### src/shared/cbt_pkg.sv
package cbt_pkg;
    // clock and wake-up filter timing
    localparam int CLK_PERIOD_PS = 5000;
    localparam int WAKE_FILT_NS = 500;
    localparam int WAKE_FILT_CYC = (WAKE_FILT_NS * 1000 + CLK_PERIOD_PS - 1) / CLK_PERIOD_PS;
    localparam logic [3:0] IDLE_BITS = 4'hB;

    // register indexes; the byte address is four times the index
    localparam logic [6:0] IDX_MC0 = 7'h00;
    localparam logic [6:0] IDX_MC1 = 7'h01;
    localparam logic [6:0] IDX_BT0 = 7'h02;
    localparam logic [6:0] IDX_BT1 = 7'h03;
    localparam logic [6:0] IDX_STAT = 7'h04;
    localparam logic [6:0] IDX_ERR_LO = 7'h0E;
    localparam logic [6:0] IDX_ERR_HI = 7'h0F;
    localparam logic [6:0] IDX_FILT_LO = 7'h10;
    localparam logic [6:0] IDX_FILT_HI = 7'h17;
    localparam logic [6:0] IDX_RXB_LO = 7'h40;
    localparam logic [6:0] IDX_RXB_HI = 7'h4F;
    localparam logic [6:0] IDX_TXB_LO = 7'h50;
    localparam logic [6:0] IDX_TXB_HI = 7'h7F;

    // field positions
    localparam int MC0_SOFT_RST = 0;
    localparam int MC0_TLINK_EN = 3;
    localparam int MC1_WAKE_FILT = 2;
    localparam int MC1_CLK_SRC = 6;
    localparam int BT0_SJW_LSB = 6;
    localparam int BT0_PRE_LSB = 0;
    localparam int BT1_SAMP3 = 7;
    localparam int BT1_TIME_SEGMENT_TWO_FIELD_LSB = 4;
    localparam int BT1_TIME_SEGMENT_ONE_FIELD_LSB = 0;

    // values after reset
    localparam logic [7:0] MC0_RST = 8'h01;
    localparam logic [7:0] MC1_RST = 8'h00;
    localparam logic [7:0] BT0_RST = 8'h00;
    localparam logic [7:0] BT1_RST = 8'h23;

    localparam logic [1:0] RESP_OKAY = 2'h0;
    localparam logic [1:0] RESP_SLVERR = 2'h2;

    typedef enum logic [2:0] {
        SEG_SYNC = 3'h1,
        SEG_ONE = 3'h2,
        SEG_TWO = 3'h4
    } cbt_seg_t;
endpackage

### src/verilog/cbt_top.sv
`timescale 1ns/1ps
// Functional notes
// RQ1: in sleep with filter mode set, short dominant glitches do not wake the block
// RQ2: a valid received frame starts a one-bit-time timer link pulse right after EOF
// RQ3: a successfully transmitted frame raises the same timer link pulse
// RQ4: timer link output only follows the pulse while the link enable bit is set
// RQ5: clock source select picks oscillator or PLL tick as module clock
// RQ6: prescaler divides module clock into time quanta; bit rate is quanta per bit
// RQ7: every bit starts with a sync segment of exactly one quantum
// RQ8: segment one is programmable from 4 to 16 quanta
// RQ9: segment two is programmable from 2 to 8 quanta
// RQ10: jump width is programmable from 1 to 4 quanta
// RQ11: each timing field holds length minus one; software keeps jump width within segment two
// RQ12: new transmit bit goes onto the bus at the transmit point
// RQ13: bus is sampled at the sample point; triple sampling takes a majority vote over the last three samples
// RQ14: timing logic covers bus rates from 10 kbps to 1 Mbps
// RQ15: a 128-entry window aligned to its own size is decoded
// RQ16: window holds control, error counter, filter, receive and transmit buffer areas
// RQ17: after wake-up, wait for 11 recessive bits before joining the bus
// RQ18: sample point ends segment one; transmit point ends the sync segment
module cbt_top
    import cbt_pkg::*;
#(
    parameter int ADDR_W = 12,
    parameter int PRE_W = 6
) (
    input wire logic sys_clk,
    input wire logic nrst,
    input wire logic [ADDR_W-1:0] awaddr,
    input wire logic awvalid,
    output logic awready,
    input wire logic [31:0] wdata,
    input wire logic [3:0] wstrb,
    input wire logic wvalid,
    output logic wready,
    output logic [1:0] bresp,
    output logic bvalid,
    input wire logic bready,
    input wire logic [ADDR_W-1:0] araddr,
    input wire logic arvalid,
    output logic arready,
    output logic [31:0] rdata,
    output logic [1:0] rresp,
    output logic rvalid,
    input wire logic rready,
    input wire logic osc_tick,
    input wire logic pll_tick,
    input wire logic can_receive_pin,
    input wire logic internal_sleep,
    input wire logic tx_active,
    input wire logic tx_bit,
    input wire logic frame_ok_rx,
    input wire logic frame_ok_tx,
    output logic can_transmit,
    output logic sample_strobe,
    output logic sampled_bit,
    output logic bus_synced,
    output logic timer_link_out,
    output logic wakeup
);
    typedef struct packed {
        logic awready;
        logic wready;
        logic bvalid;
        logic [1:0] bresp;
        logic arready;
        logic rvalid;
        logic [31:0] rdata;
        logic [1:0] rresp;
        logic [7:0] mc0;
        logic [7:0] mc1;
        logic [7:0] bt0;
        logic [7:0] bt1;
        logic [127:0][7:0] mem;
        logic rx_meta;
        logic rx_sync;
        logic rx_prev;
        logic [PRE_W-1:0] pre_cnt;
        cbt_seg_t seg;
        logic [4:0] tq_cnt;
        logic [4:0] seg_len;
        logic resynced;
        logic [1:0] samp_sh;
        logic sampled;
        logic sample_pulse;
        logic can_tx;
        logic [3:0] idle_cnt;
        logic synced;
        logic link_act;
        logic [4:0] link_cnt;
        logic timer_link_out;
    } cbt_state_t;

    cbt_state_t s_reg;
    cbt_state_t s_next;

    logic halt;
    logic src_tick;
    logic tq_tick;
    logic rx_edge;
    logic [PRE_W-1:0] presc;
    logic [3:0] time_segment_one_field;
    logic [2:0] time_segment_two_field;
    logic [4:0] sjwq;
    logic [4:0] bit_quanta;
    logic frame_seen;
    logic [6:0] widx;
    logic [6:0] ridx;

    // the upper address bits must be zero: the window sits on a 128-entry boundary
    function automatic logic win_ok(input logic [ADDR_W-1:0] a);
        win_ok = (a >> 9) == '0; // RQ15
    endfunction

    function automatic logic in_rng(input logic [6:0] i, input logic [6:0] lo, input logic [6:0] hi);
        in_rng = (i >= lo) && (i <= hi);
    endfunction

    // timing fields, decoded from length-minus-one codes
    assign presc = s_reg.bt0[BT0_PRE_LSB +: PRE_W]; // RQ6 RQ14
    assign time_segment_one_field = s_reg.bt1[BT1_TIME_SEGMENT_ONE_FIELD_LSB +: 4]; // RQ8 RQ11
    assign time_segment_two_field = s_reg.bt1[BT1_TIME_SEGMENT_TWO_FIELD_LSB +: 3]; // RQ9 RQ11
    assign sjwq = {3'h0, s_reg.bt0[BT0_SJW_LSB +: 2]} + 5'h01; // RQ10 RQ11
    assign bit_quanta = {1'b0, time_segment_one_field} + {2'h0, time_segment_two_field} + 5'h03;
    assign widx = awaddr[8:2];
    assign ridx = araddr[8:2];

    // engine stops in soft reset and in sleep; bus side goes recessive
    assign halt = s_reg.mc0[MC0_SOFT_RST] || internal_sleep;
    assign src_tick = s_reg.mc1[MC1_CLK_SRC] ? pll_tick : osc_tick; // RQ5
    assign tq_tick = src_tick && (s_reg.pre_cnt == presc); // RQ6
    assign rx_edge = s_reg.rx_prev && !s_reg.rx_sync;
    assign frame_seen = (frame_ok_rx || frame_ok_tx) && s_reg.synced && !halt;

    always_comb begin
        logic [4:0] lag;
        logic [4:0] rem;
        s_next = s_reg;
        lag = s_reg.tq_cnt + 5'h01;
        rem = s_reg.seg_len - s_reg.tq_cnt;
        // receive pin synchroniser
        s_next.rx_meta = can_receive_pin;
        s_next.rx_sync = s_reg.rx_meta;
        s_next.rx_prev = s_reg.rx_sync;

        // write channel: address and data are taken together, response follows
        s_next.awready = 1'b0;
        s_next.wready = 1'b0;
        if (awvalid && wvalid && !s_reg.awready && !s_reg.bvalid) begin
            s_next.awready = 1'b1;
            s_next.wready = 1'b1;
        end
        if (s_reg.awready) begin
            s_next.bvalid = 1'b1;
            s_next.bresp = win_ok(awaddr) ? RESP_OKAY : RESP_SLVERR;
            // timing and source registers are locked unless soft reset is set
            if (win_ok(awaddr) && wstrb[0]) begin
                if (widx == IDX_MC0) begin
                    s_next.mc0 = wdata[7:0];
                end else if (widx == IDX_MC1 && s_reg.mc0[MC0_SOFT_RST]) begin
                    s_next.mc1 = wdata[7:0];
                end else if (widx == IDX_BT0 && s_reg.mc0[MC0_SOFT_RST]) begin
                    s_next.bt0 = wdata[7:0];
                end else if (widx == IDX_BT1 && s_reg.mc0[MC0_SOFT_RST]) begin
                    s_next.bt1 = wdata[7:0];
                end else if (in_rng(widx, IDX_FILT_LO, IDX_FILT_HI) || in_rng(widx, IDX_TXB_LO, IDX_TXB_HI)) begin
                    s_next.mem[widx] = wdata[7:0]; // RQ16
                end
            end
        end else if (s_reg.bvalid && bready) begin
            s_next.bvalid = 1'b0;
        end

        // read channel; reserved and error counter entries read zero here
        s_next.arready = 1'b0;
        if (arvalid && !s_reg.arready && !s_reg.rvalid) begin
            s_next.arready = 1'b1;
        end
        if (s_reg.arready) begin
            s_next.rvalid = 1'b1;
            s_next.rresp = win_ok(araddr) ? RESP_OKAY : RESP_SLVERR;
            s_next.rdata = 32'h00000000;
            if (!win_ok(araddr)) begin
                s_next.rdata = 32'h00000000;
            end else if (ridx == IDX_MC0) begin
                s_next.rdata[7:0] = s_reg.mc0;
            end else if (ridx == IDX_MC1) begin
                s_next.rdata[7:0] = s_reg.mc1;
            end else if (ridx == IDX_BT0) begin
                s_next.rdata[7:0] = s_reg.bt0;
            end else if (ridx == IDX_BT1) begin
                s_next.rdata[7:0] = s_reg.bt1;
            end else if (ridx == IDX_STAT) begin
                s_next.rdata[2:0] = {s_reg.link_act, s_reg.sampled, s_reg.synced};
            end else if (in_rng(ridx, IDX_ERR_LO, IDX_ERR_HI)) begin
                s_next.rdata = 32'h00000000;
            end else if (in_rng(ridx, IDX_FILT_LO, IDX_FILT_HI) || in_rng(ridx, IDX_RXB_LO, IDX_TXB_HI)) begin
                s_next.rdata[7:0] = s_reg.mem[ridx]; // RQ16
            end
        end else if (s_reg.rvalid && rready) begin
            s_next.rvalid = 1'b0;
        end

        // bit timing engine
        s_next.sample_pulse = 1'b0;
        if (halt) begin
            s_next.pre_cnt = '0;
            s_next.seg = SEG_SYNC;
            s_next.tq_cnt = 5'h00;
            s_next.resynced = 1'b0;
            s_next.can_tx = 1'b1;
            s_next.idle_cnt = 4'h0;
            s_next.synced = 1'b0; // RQ17
        end else begin
            if (src_tick) begin
                s_next.pre_cnt = tq_tick ? '0 : s_reg.pre_cnt + 1'b1; // RQ6
            end
            // one resync per bit: late edge stretches seg one, early edge cuts seg two
            if (rx_edge && !s_reg.resynced && s_reg.seg != SEG_SYNC) begin
                s_next.resynced = 1'b1;
                if (s_reg.seg == SEG_ONE) begin
                    s_next.seg_len = s_reg.seg_len + ((lag < sjwq) ? lag : sjwq); // RQ10
                end else begin
                    s_next.seg_len = s_reg.seg_len - ((rem < sjwq) ? rem : sjwq); // RQ10
                end
            end
            if (tq_tick) begin
                case (s_reg.seg)
                    SEG_SYNC: begin
                        // transmit point: drive only once joined to the bus
                        s_next.can_tx = (tx_active && s_reg.synced) ? tx_bit : 1'b1; // RQ12 RQ18
                        s_next.seg = SEG_ONE; // RQ7
                        s_next.tq_cnt = 5'h00;
                        s_next.seg_len = {1'b0, time_segment_one_field} + 5'h01; // RQ8
                        s_next.resynced = 1'b0;
                    end
                    SEG_ONE: begin
                        s_next.samp_sh = {s_reg.samp_sh[0], s_reg.rx_sync};
                        if (s_reg.tq_cnt + 5'h01 >= s_next.seg_len) begin
                            // sample point; triple mode votes over the last three quanta
                            if (s_reg.bt1[BT1_SAMP3]) begin
                                s_next.sampled = (s_reg.samp_sh[1] & s_reg.samp_sh[0])
                                    | (s_reg.samp_sh[1] & s_reg.rx_sync)
                                    | (s_reg.samp_sh[0] & s_reg.rx_sync); // RQ13
                            end else begin
                                s_next.sampled = s_reg.rx_sync; // RQ13
                            end
                            s_next.sample_pulse = 1'b1; // RQ18
                            s_next.seg = SEG_TWO;
                            s_next.tq_cnt = 5'h00;
                            s_next.seg_len = {2'h0, time_segment_two_field} + 5'h01; // RQ9
                        end else begin
                            s_next.tq_cnt = s_reg.tq_cnt + 5'h01;
                        end
                    end
                    SEG_TWO: begin
                        if (s_reg.tq_cnt + 5'h01 >= s_next.seg_len) begin
                            s_next.seg = SEG_SYNC;
                            s_next.tq_cnt = 5'h00;
                        end else begin
                            s_next.tq_cnt = s_reg.tq_cnt + 5'h01;
                        end
                    end
                    default: begin
                        s_next.seg = SEG_SYNC;
                    end
                endcase
            end
            // count recessive samples until the bus has been idle long enough
            if (s_next.sample_pulse && !s_reg.synced) begin
                if (!s_next.sampled) begin
                    s_next.idle_cnt = 4'h0;
                end else if (s_reg.idle_cnt == IDLE_BITS - 4'h1) begin
                    s_next.synced = 1'b1; // RQ17
                end else begin
                    s_next.idle_cnt = s_reg.idle_cnt + 4'h1;
                end
            end
        end

        // timer link pulse, one bit time long, counted in quanta
        if (halt) begin
            s_next.link_act = 1'b0;
        end else if (frame_seen) begin
            s_next.link_act = 1'b1; // RQ2 RQ3
            s_next.link_cnt = bit_quanta;
        end else if (s_reg.link_act && tq_tick) begin
            s_next.link_cnt = s_reg.link_cnt - 5'h01;
            if (s_reg.link_cnt == 5'h01) begin
                s_next.link_act = 1'b0;
            end
        end
        s_next.timer_link_out = s_next.link_act && s_reg.mc0[MC0_TLINK_EN]; // RQ4
    end

    always_ff @(posedge sys_clk or negedge nrst) begin
        if (!nrst) begin
            s_reg <= '0;
            s_reg.mc0 <= MC0_RST;
            s_reg.mc1 <= MC1_RST;
            s_reg.bt0 <= BT0_RST;
            s_reg.bt1 <= BT1_RST;
            s_reg.rx_meta <= 1'b1;
            s_reg.rx_sync <= 1'b1;
            s_reg.rx_prev <= 1'b1;
            s_reg.seg <= SEG_SYNC;
            s_reg.can_tx <= 1'b1;
        end else begin
            s_reg <= s_next;
        end
    end

    // wake-up detector runs off the synchronised receive level
    cbt_wake_filter #(
        .FILT_CYC(WAKE_FILT_CYC)
    ) u_wake (
        .sys_clk(sys_clk),
        .nrst(nrst),
        .rx_level(s_reg.rx_sync),
        .sleeping(internal_sleep),
        .filter_en(s_reg.mc1[MC1_WAKE_FILT]),
        .wake(wakeup)
    );

    assign awready = s_reg.awready;
    assign wready = s_reg.wready;
    assign bresp = s_reg.bresp;
    assign bvalid = s_reg.bvalid;
    assign arready = s_reg.arready;
    assign rdata = s_reg.rdata;
    assign rresp = s_reg.rresp;
    assign rvalid = s_reg.rvalid;
    assign can_transmit = s_reg.can_tx;
    assign sample_strobe = s_reg.sample_pulse;
    assign sampled_bit = s_reg.sampled;
    assign bus_synced = s_reg.synced;
    assign timer_link_out = s_reg.timer_link_out;
endmodule

### src/verilog/cbt_wake_filter.sv
`timescale 1ns/1ps
module cbt_wake_filter
    import cbt_pkg::*;
#(
    parameter int FILT_CYC = WAKE_FILT_CYC
) (
    input wire logic sys_clk,
    input wire logic nrst,
    input wire logic rx_level,
    input wire logic sleeping,
    input wire logic filter_en,
    output logic wake
);
    typedef struct packed {
        logic [15:0] cnt;
        logic armed;
        logic wake;
    } cbt_wf_state_t;

    cbt_wf_state_t s_reg;
    cbt_wf_state_t s_next;
    logic [15:0] need;

    // unfiltered mode wakes on the first dominant sample
    assign need = filter_en ? 16'(FILT_CYC) : 16'h0001;

    // count consecutive dominant cycles; one pulse per dominant stretch
    always_comb begin
        s_next = s_reg;
        s_next.wake = 1'b0;
        if (!sleeping || rx_level) begin
            s_next.cnt = 16'h0000;
            s_next.armed = 1'b1;
        end else if (s_reg.armed) begin
            s_next.cnt = s_reg.cnt + 16'h0001;
            if (s_next.cnt >= need) begin
                s_next.wake = 1'b1; // RQ1
                s_next.armed = 1'b0;
            end
        end
    end

    always_ff @(posedge sys_clk or negedge nrst) begin
        if (!nrst) begin
            s_reg <= '0;
        end else begin
            s_reg <= s_next;
        end
    end

    assign wake = s_reg.wake;
endmodule

### config.mk
export PLATFORM = sky130hd
export DESIGN_NAME = cbt_top
export DESIGN_NICKNAME = d
export VERILOG_FILES = /design/src/shared/cbt_pkg.sv /design/src/verilog/cbt_top.sv /design/src/verilog/cbt_wake_filter.sv
export SDC_FILE = /design/constraint.sdc
export NUM_CORES = 2
export LEC_CHECK = 0
export ABC_CLOCK_PERIOD_IN_PS = 15300
export BUFFER_PORTS_ARGS = -buffer_cell sky130_fd_sc_hd__buf_2
export CORE_ASPECT_RATIO = 0.9
export CORE_MARGIN = 2
export CORE_UTILIZATION = 30
export DETAILED_ROUTE_END_ITERATION = 8
export GPL_TIMING_DRIVEN = 1
export PLACE_DENSITY_LB_ADDON = 0.08
export SLEW_MARGIN = 20
export SYNTH_ARGS = -nofsm -noshare
export SYNTH_HDL_FRONTEND = slang
export SYNTH_SLANG_ARGS = --single-unit
export TNS_END_PERCENT = 50
### constraint.sdc
create_clock -name sys_clk -period 15.3 [get_ports sys_clk]
set_input_delay 3.06 -clock sys_clk [delete_from_list [all_inputs] [get_ports sys_clk]]
set_output_delay 3.06 -clock sys_clk [all_outputs]
set_load 0.02 [all_outputs]
# Word level (Yosys, flattened, before mapping)
# Index checks and enable logic that the tools add are counted.
op_classes:
  addsub: 13
  eq_ne: 17
  n_reduce_logical: 70
  n_mux: 63
  magnitude_cmp: 17
  bitwise_logic: 10
op_table:
  columns: ["cell", "count"]
  rows:
  - ["bitwise mux 1024 bit", 1]
  - ["2-to-1 mux 8 bit", 8]
  - ["binary-select mux 8 bit (select 7 bit)", 1]
  - ["demux 8 bit (select 7 bit)", 1]
  - ["2-to-1 mux 6 bit", 7]
  - ["2-to-1 mux 19 bit", 2]
  - ["2-to-1 mux 5 bit", 7]
  - ["2-to-1 mux 32 bit", 1]
  - ["== test 7 x 2 -> 1 bit, second input constant", 4]
  - ["logical AND 1 bit", 27]
  - ["logical NOT 12 bit", 2]
  - ["nonzero test 2 bit", 11]
  - ["one-hot mux 5 bit (2 select lines)", 2]
  - ["2-to-1 mux 18 bit", 1]
  - ["2-to-1 mux 1 bit", 17]
  - ["2-to-1 mux 17 bit", 1]
  - ["adder 16 x 1 -> 16 bit, second input constant", 1]
  - [">= comparator 16 bit", 1]
  - ["less-than comparator 7 x 8 -> 1 bit, second input constant", 2]
  - ["== test 7 x 1 -> 1 bit, second input constant", 2]
  - [">= comparator 7 x 5 -> 1 bit, second input constant", 2]
  - [">= comparator 7 bit, second input constant", 2]
  - ["less-or-equal comparator 7 x 5 -> 1 bit, second input constant", 2]
  - ["less-or-equal comparator 7 bit, second input constant", 2]
  - ["other kinds (46)", 83]
word_totals:
  out_inout_bits: 47
  word_cells: 350
  inputBits: 75
  reg_bits: 1155

# Depth between registers and ports, before layout
logic_depth:
  ltp_word: 15
  ltp_mapped: 29
  mapped_depth_nobuf: 28

# Cells and area by module
# From an unflattened synthesis, not the netlist that was laid out.
hier_totals:
  hier_cells: 2225
  hier_area_um2: 31747.9
by_module_without_submodules:
  columns: ["mod", "area_per_inst_um2", "cells_each", "seq_area_each_um2", "n_inst"]
  rows:
  - ["cbt_top", 30511.8, 2094, 16577.1, 1]
  - ["cbt_wake_filter", 1236.2, 131, 450.4, 1]

# Least setup slack after synthesis
# OpenSTA, ideal clock, no wires.
synth_path:
  path_type: "input to register"
  start: "input port araddr[2]"
  end: "register s_reg, in the netlist rdata[3]"
  arrival_ps: 5540
  n_path_buf: 3
  setup_time_ps: 128
  path_stages: 8
  required_ps: 15172
  path_slack_ps: 9632
  path_cell_list: "clkbuf_1 -> buf_2 -> buf_2 -> mux4_2 -> mux4_2 -> mux4_2 -> a21oi_1 -> o21ai_0"
synth_via:
  elab_chain_cells: 11
  word_cells_on_any_way: 25
synth_lines:
  columns: ["element", "line_no", "source"]
  rows:
  - ["start: declaration", "cbt_top.sv:39", "input wire logic [ADDR_W-1:0] araddr,"]
  - ["parallel branches: the longest is 9 deep, another holds binary-select mux 8 bit (select 7 bit)", null, null]
  - ["2-to-1 mux 8 bit *", "cbt_top.sv:185", "end else if (ridx == IDX_MC0) begin"]
  - ["2-to-1 mux 32 bit *", "cbt_top.sv:183", "if (!win_ok(araddr)) begin"]
  - ["end signal: assignment", "cbt_top.sv:309", "s_reg <= s_next;"]
  - ["end: declaration", "cbt_top.sv:94", "cbt_state_t s_reg;"]
# Mark *: on every way between the ends. The select of a mux whose other input is x is not followed.
# A chain may end at the register's enable or synchronous reset.

# Worst setup path in the final report
# Same ends and word-level chain as after synthesis.

==> results.rst <==
.. list-table::
   :header-rows: 1

   * - Metric
     - Value
   * - Number of antenna violations at the first check in global routing
     - 7
   * - Crit-path most repeated cell
     - sky130_fd_sc_hd__mux4_2
   * - Slew of the pin with the lowest slew margin
     - 1.099 ns
   * - Core Area
     - 105200 um2
   * - Seq pwr share
     - 0.440
   * - Num CTS Buffers
     - 81
   * - Max Buffers Root-to-Sink
     - 3
   * - Clock network latency to the later pin of the worst-skew pair
     - 0.63 ns
   * - Final Hold Viols
     - 0
   * - Hold Buf Count CTS
     - 0
   * - Crit-path max cell delay
     - 0.75 ns
   * - Clock transition at the register clock pins on the worst setup and hold paths after CTS
     - ~0.050 ns
   * - Count of yosys warnings during synthesis
     - 0
   * - CTS-repair resized insts
     - 0
   * - Critical Path Sink Type
     - register
   * - Post-route clock skew
     - 0.02158 ns
   * - Leak pwr
     - around 0.017 uW
   * - Max stage delay cell, worst path
     - sky130_fd_sc_hd__buf_4
   * - IO Pins
     - 122
   * - Die Area
     - 108200 um2
   * - Gp weighted congestion
     - approximately 0.77
   * - Period minus WS final
     - 6.721 ns
   * - Rel. slew slack
     - 0.2648
   * - Commonest register cell after synthesis
     - sky130_fd_sc_hd__dfrtp_1
   * - Flip-flop count of the largest register, all copies and words added
     - between 600 and 700
   * - Mean Syn Cell Area
     - approximately 14 um2
   * - Cell variety after synth
     - 70
   * - Number of enable-type register cells in the synthesized netlist
     - 0
   * - Detail-routed via count per cell
     - 4.949
   * - First-pass GRT wire length
     - between 100000 and 150000 um
   * - Data arrival time of the worst path
     - 7.22 ns
   * - Final global-route overflow total
     - 0
   * - Synthesis-stage register bit count
     - 680
   * - Largest net degree at the start of global routing
     - 108
   * - Portion of total power attributed to the clock network
     - 0.490
   * - Chip width
     - 346.6 um
   * - DRC errors left
     - 0
   * - Design internal power
     - about 3200 uW
   * - Total Routing Usage GR
     - 0.1586
   * - Net switching fraction of the power
     - 0.2406
   * - Fraction of layout instances using a drive strength above 1
     - 0.4091
   * - Initial core utilization
     - 0.3012
   * - Share of synthesized registers carrying an async set or reset
     - 1.000
   * - Startpoint kind of the worst setup timing path
     - primary input
   * - CTS tree
     - yes
   * - Final Total Pwr
     - 4156 uW
   * - Relative area change from synthesis to final layout
     - 12.62%
   * - Summed negative setup slack over all endpoints
     - 0 ns
   * - Switching power
     - between 900 and 1000 uW
   * - Final-report max-slew violation count
     - 0
   * - Synthesized instance count
     - 2262
   * - Number of H-tree levels
     - 3
   * - Max rail drop VDD
     - approximately 0.085 mV
   * - Worst Path Class, Setup
     - primary input to register
   * - Critical Path RT
     - 15.79 ns
   * - Run status
     - finished clean
   * - Sequential share of the synthesized area
     - 0.5374
   * - Post-CTS setup buffer count
     - 0
   * - TritonCTS sink count
     - 680
   * - Total via count in the routed design
     - between 15k and 20k
   * - Vias in the first global route
     - 18.96k
   * - Count of input and output buffers
     - 64
   * - Final-stage net count
     - 2288
   * - FILL cells
     - 10.26k
   * - DR pass1 iterations
     - 5
   * - Wirelength, routed
     - 84980 um
   * - Crit Path Max Fanout
     - 45
   * - Post-detailed-route wirelength per cell
     - 23.49 um
   * - Areal power density over the cells
     - 116.5 nW/um2
   * - Portion of the clock cycle consumed by the worst path in the final layout
     - 0.4393
   * - Unrepaired setup endpoints after global routing
     - false
   * - Final core area utilization
     - 0.3392
   * - Number of violations of the max-capacitance limit
     - 0
   * - Post-detailed-route count of antenna-violating nets
     - 0
   * - CTS Root Cell
     - sky130_fd_sc_hd__clkbuf_16
   * - Peak Freq
     - 148.8 MHz
   * - Number of violations reported at the end of detailed-routing iteration 0
     - 955
   * - Mapped cell area
     - 31680 um2
   * - Worst hold-check slack
     - 0.3573 ns
   * - Hold Crit Class
     - register to register
   * - Number of placement rows
     - 113
   * - Die span in y
     - roughly 310 um
   * - Logic pwr share
     - 0.070
   * - Placed wire-length estimate after detailed placement
     - 53630 um
   * - Final setup violation count
     - 0
   * - Ordered cell list for the critical path
     - buf_8 > buf_6 > buf_4 > mux4_2 > mux4_2 > mux4_2 > a21oi_1 > o21ai_0
-- final timing paths --
path | from | end | slack [ns] | cells past startpoint
worst max-delay path | araddr[2] | rdata[3] | 8.58 | 8
min in group asynchronous | nrst | u_wake.s_reg[11] | 2.45 | 1
max in group asynchronous | nrst | s_reg[591] | 10.03 | 5
worst min-delay path | s_next[38] | s_next[37] | 0.36 | 0
worst max register to register | s_reg[23] | s_reg[18] | 9.16 | 23
worst min register to register | s_next[38] | s_next[37] | 0.36 | 0
-- Yosys cell counts (all sizes together), types with 2 or more instances --
cell / number / area (um2)
dfrtp: 671 / 16790
mux2: 485 / 5461
clkbuf: 221 / 829.6
mux4: 184 / 4144
nor2: 112 / 420.4
nand2: 80 / 300.3
buf: 68 / 412.9
a21oi: 54 / 270.3
o21ai: 37 / 185.2
ha: 36 / 450.4
xor2: 35 / 306.5
inv: 30 / 112.6
nand3: 27 / 140.1
mux2i: 19 / 190.2
nor3: 17 / 85.08
nor2b: 15 / 93.84
and3: 13 / 86.33
xnor2: 12 / 105.1
nand2b: 11 / 68.82
nand4: 11 / 68.82
a21o: 10 / 75.07
a31oi: 10 / 77.57
dfstp: 9 / 236.5
o22ai: 8 / 50.05
nor3b: 7 / 52.55
a211oi: 6 / 45.04
and2: 6 / 37.54
a221oi: 5 / 43.79
nor4: 5 / 31.28
o31ai: 5 / 42.54
or2: 5 / 31.28
fa: 3 / 60.06
nand3b: 3 / 22.52
nor4b: 3 / 26.28
o211ai: 3 / 22.52
o21a: 3 / 22.52
o31a: 3 / 26.28
or4: 3 / 26.27
a21boi: 2 / 15.01
a31o: 2 / 17.52
and4: 2 / 17.52
nand4b: 2 / 17.52
or3: 2 / 12.51
-- metrics by stage --
| step | std cells | worst slack, ns | area [um2] |
|---|---|---|---|
| 3_3_place_gp | 3470 | 7.549 | 32820 |
| 5_1_grt | 3615 | 8.232 | 35680 |
| 3_5_place_dp | 3470 | 7.571 | 32820 |
| 4_1_cts | 3613 | 8.253 | 35630 |
| 6_report | 3617 | 8.579 | 35680 |
| 2_1_floorplan | 2287 | 9.632 | 31780 |
-- placed cells by master (no fill, tap or decap), types with 5 or more instances in the layout --
master / synthesis / final
sky130_fd_sc_hd__clkinv_2: 0 / 6
sky130_fd_sc_hd__a211oi_1: 6 / 6
sky130_fd_sc_hd__buf_2: 9 / 60
sky130_fd_sc_hd__nand3_1: 26 / 26
sky130_fd_sc_hd__nand4_1: 11 / 11
sky130_fd_sc_hd__nor3_1: 17 / 17
sky130_fd_sc_hd__a21o_1: 10 / 10
sky130_fd_sc_hd__clkbuf_1: 221 / 16
sky130_fd_sc_hd__nor2b_1: 15 / 15
sky130_fd_sc_hd__conb_1: 1 / 26
sky130_fd_sc_hd__o21ai_0: 34 / 34
sky130_fd_sc_hd__buf_4: 37 / 28
sky130_fd_sc_hd__dfrtp_1: 671 / 671
sky130_fd_sc_hd__and3_1: 12 / 12
sky130_fd_sc_hd__nand2b_1: 11 / 11
sky130_fd_sc_hd__a21oi_1: 54 / 54
sky130_fd_sc_hd__inv_1: 30 / 30
sky130_fd_sc_hd__a221oi_1: 5 / 5
sky130_fd_sc_hd__bufinv_16: 0 / 10
sky130_fd_sc_hd__dfstp_2: 9 / 9
sky130_fd_sc_hd__a31oi_1: 9 / 9
sky130_fd_sc_hd__nor2_1: 112 / 112
sky130_fd_sc_hd__and2_1: 6 / 6
sky130_fd_sc_hd__mux2_2: 485 / 485
sky130_fd_sc_hd__ha_1: 36 / 36
sky130_fd_sc_hd__xnor2_1: 12 / 12
sky130_fd_sc_hd__clkbuf_16: 0 / 81
sky130_fd_sc_hd__mux4_2: 184 / 184
sky130_fd_sc_hd__mux2i_1: 19 / 19
sky130_fd_sc_hd__nor3b_1: 7 / 7
sky130_fd_sc_hd__nand2_1: 80 / 80
sky130_fd_sc_hd__clkbuf_8: 0 / 21
sky130_fd_sc_hd__xor2_1: 35 / 35
sky130_fd_sc_hd__o22ai_1: 8 / 8
-- critical path: cells and delay by family --
kind	cells	cell delay [ns]
muxes	3	1.79
buffers and inverters	3	1.77
AOI/OAI and AO/OA	2	0.51
-- final cells by class --
class	count	area, um2	area share
Antenna cell	3	7.507	0.0002104
Clock buffer	118	2376	0.06659
Clock inverter	25	434.2	0.01217
Inverter	30	112.6	0.003156
Multi-Input combinational cell	1288	13410	0.3758
Sequential cell	680	17030	0.4772
Tap cell	1380	1727	0.04839
Timing Repair Buffer	93	590.6	0.01655
-- metal layers --
layer / global-route usage / routed length (um) / vias to the layer above
met1: 0.2312 / 41250 / 9522
li1: - / - / 7920
met3: 0.03488 / 4089 / 117
met5: 0 / 40 / -
met2: 0.2379 / 37640 / 336
met4: 0.04338 / 1956 / 6
-- cells by family after synthesis --
family | count (synthesis) | synth area share
multiplexers | 688 | 0.3092
flip-flops | 680 | 0.5374
AND/OR/NAND/NOR | 328 | 0.04976
buffers and inverters | 319 | 0.04277
AO/OA/AOI/OAI | 159 | 0.03135
XOR/XNOR | 47 | 0.01299
adder cells (fa/ha/maj) | 40 | 0.01643
other | 1 | 0.0001184
-- power groups by stage --
stage               Clock [uW]  Sequential (uW)  Combinational (uW)
detailed placement           0             1860                 295
finish                    2030             1830                 291
global placement             0             1860                 290
floorplan                    0             1860                 191
CTS                       2110             1830                 297
global route              2180             1830                 326
Note: power is estimated with default switching activity, not from simulation.
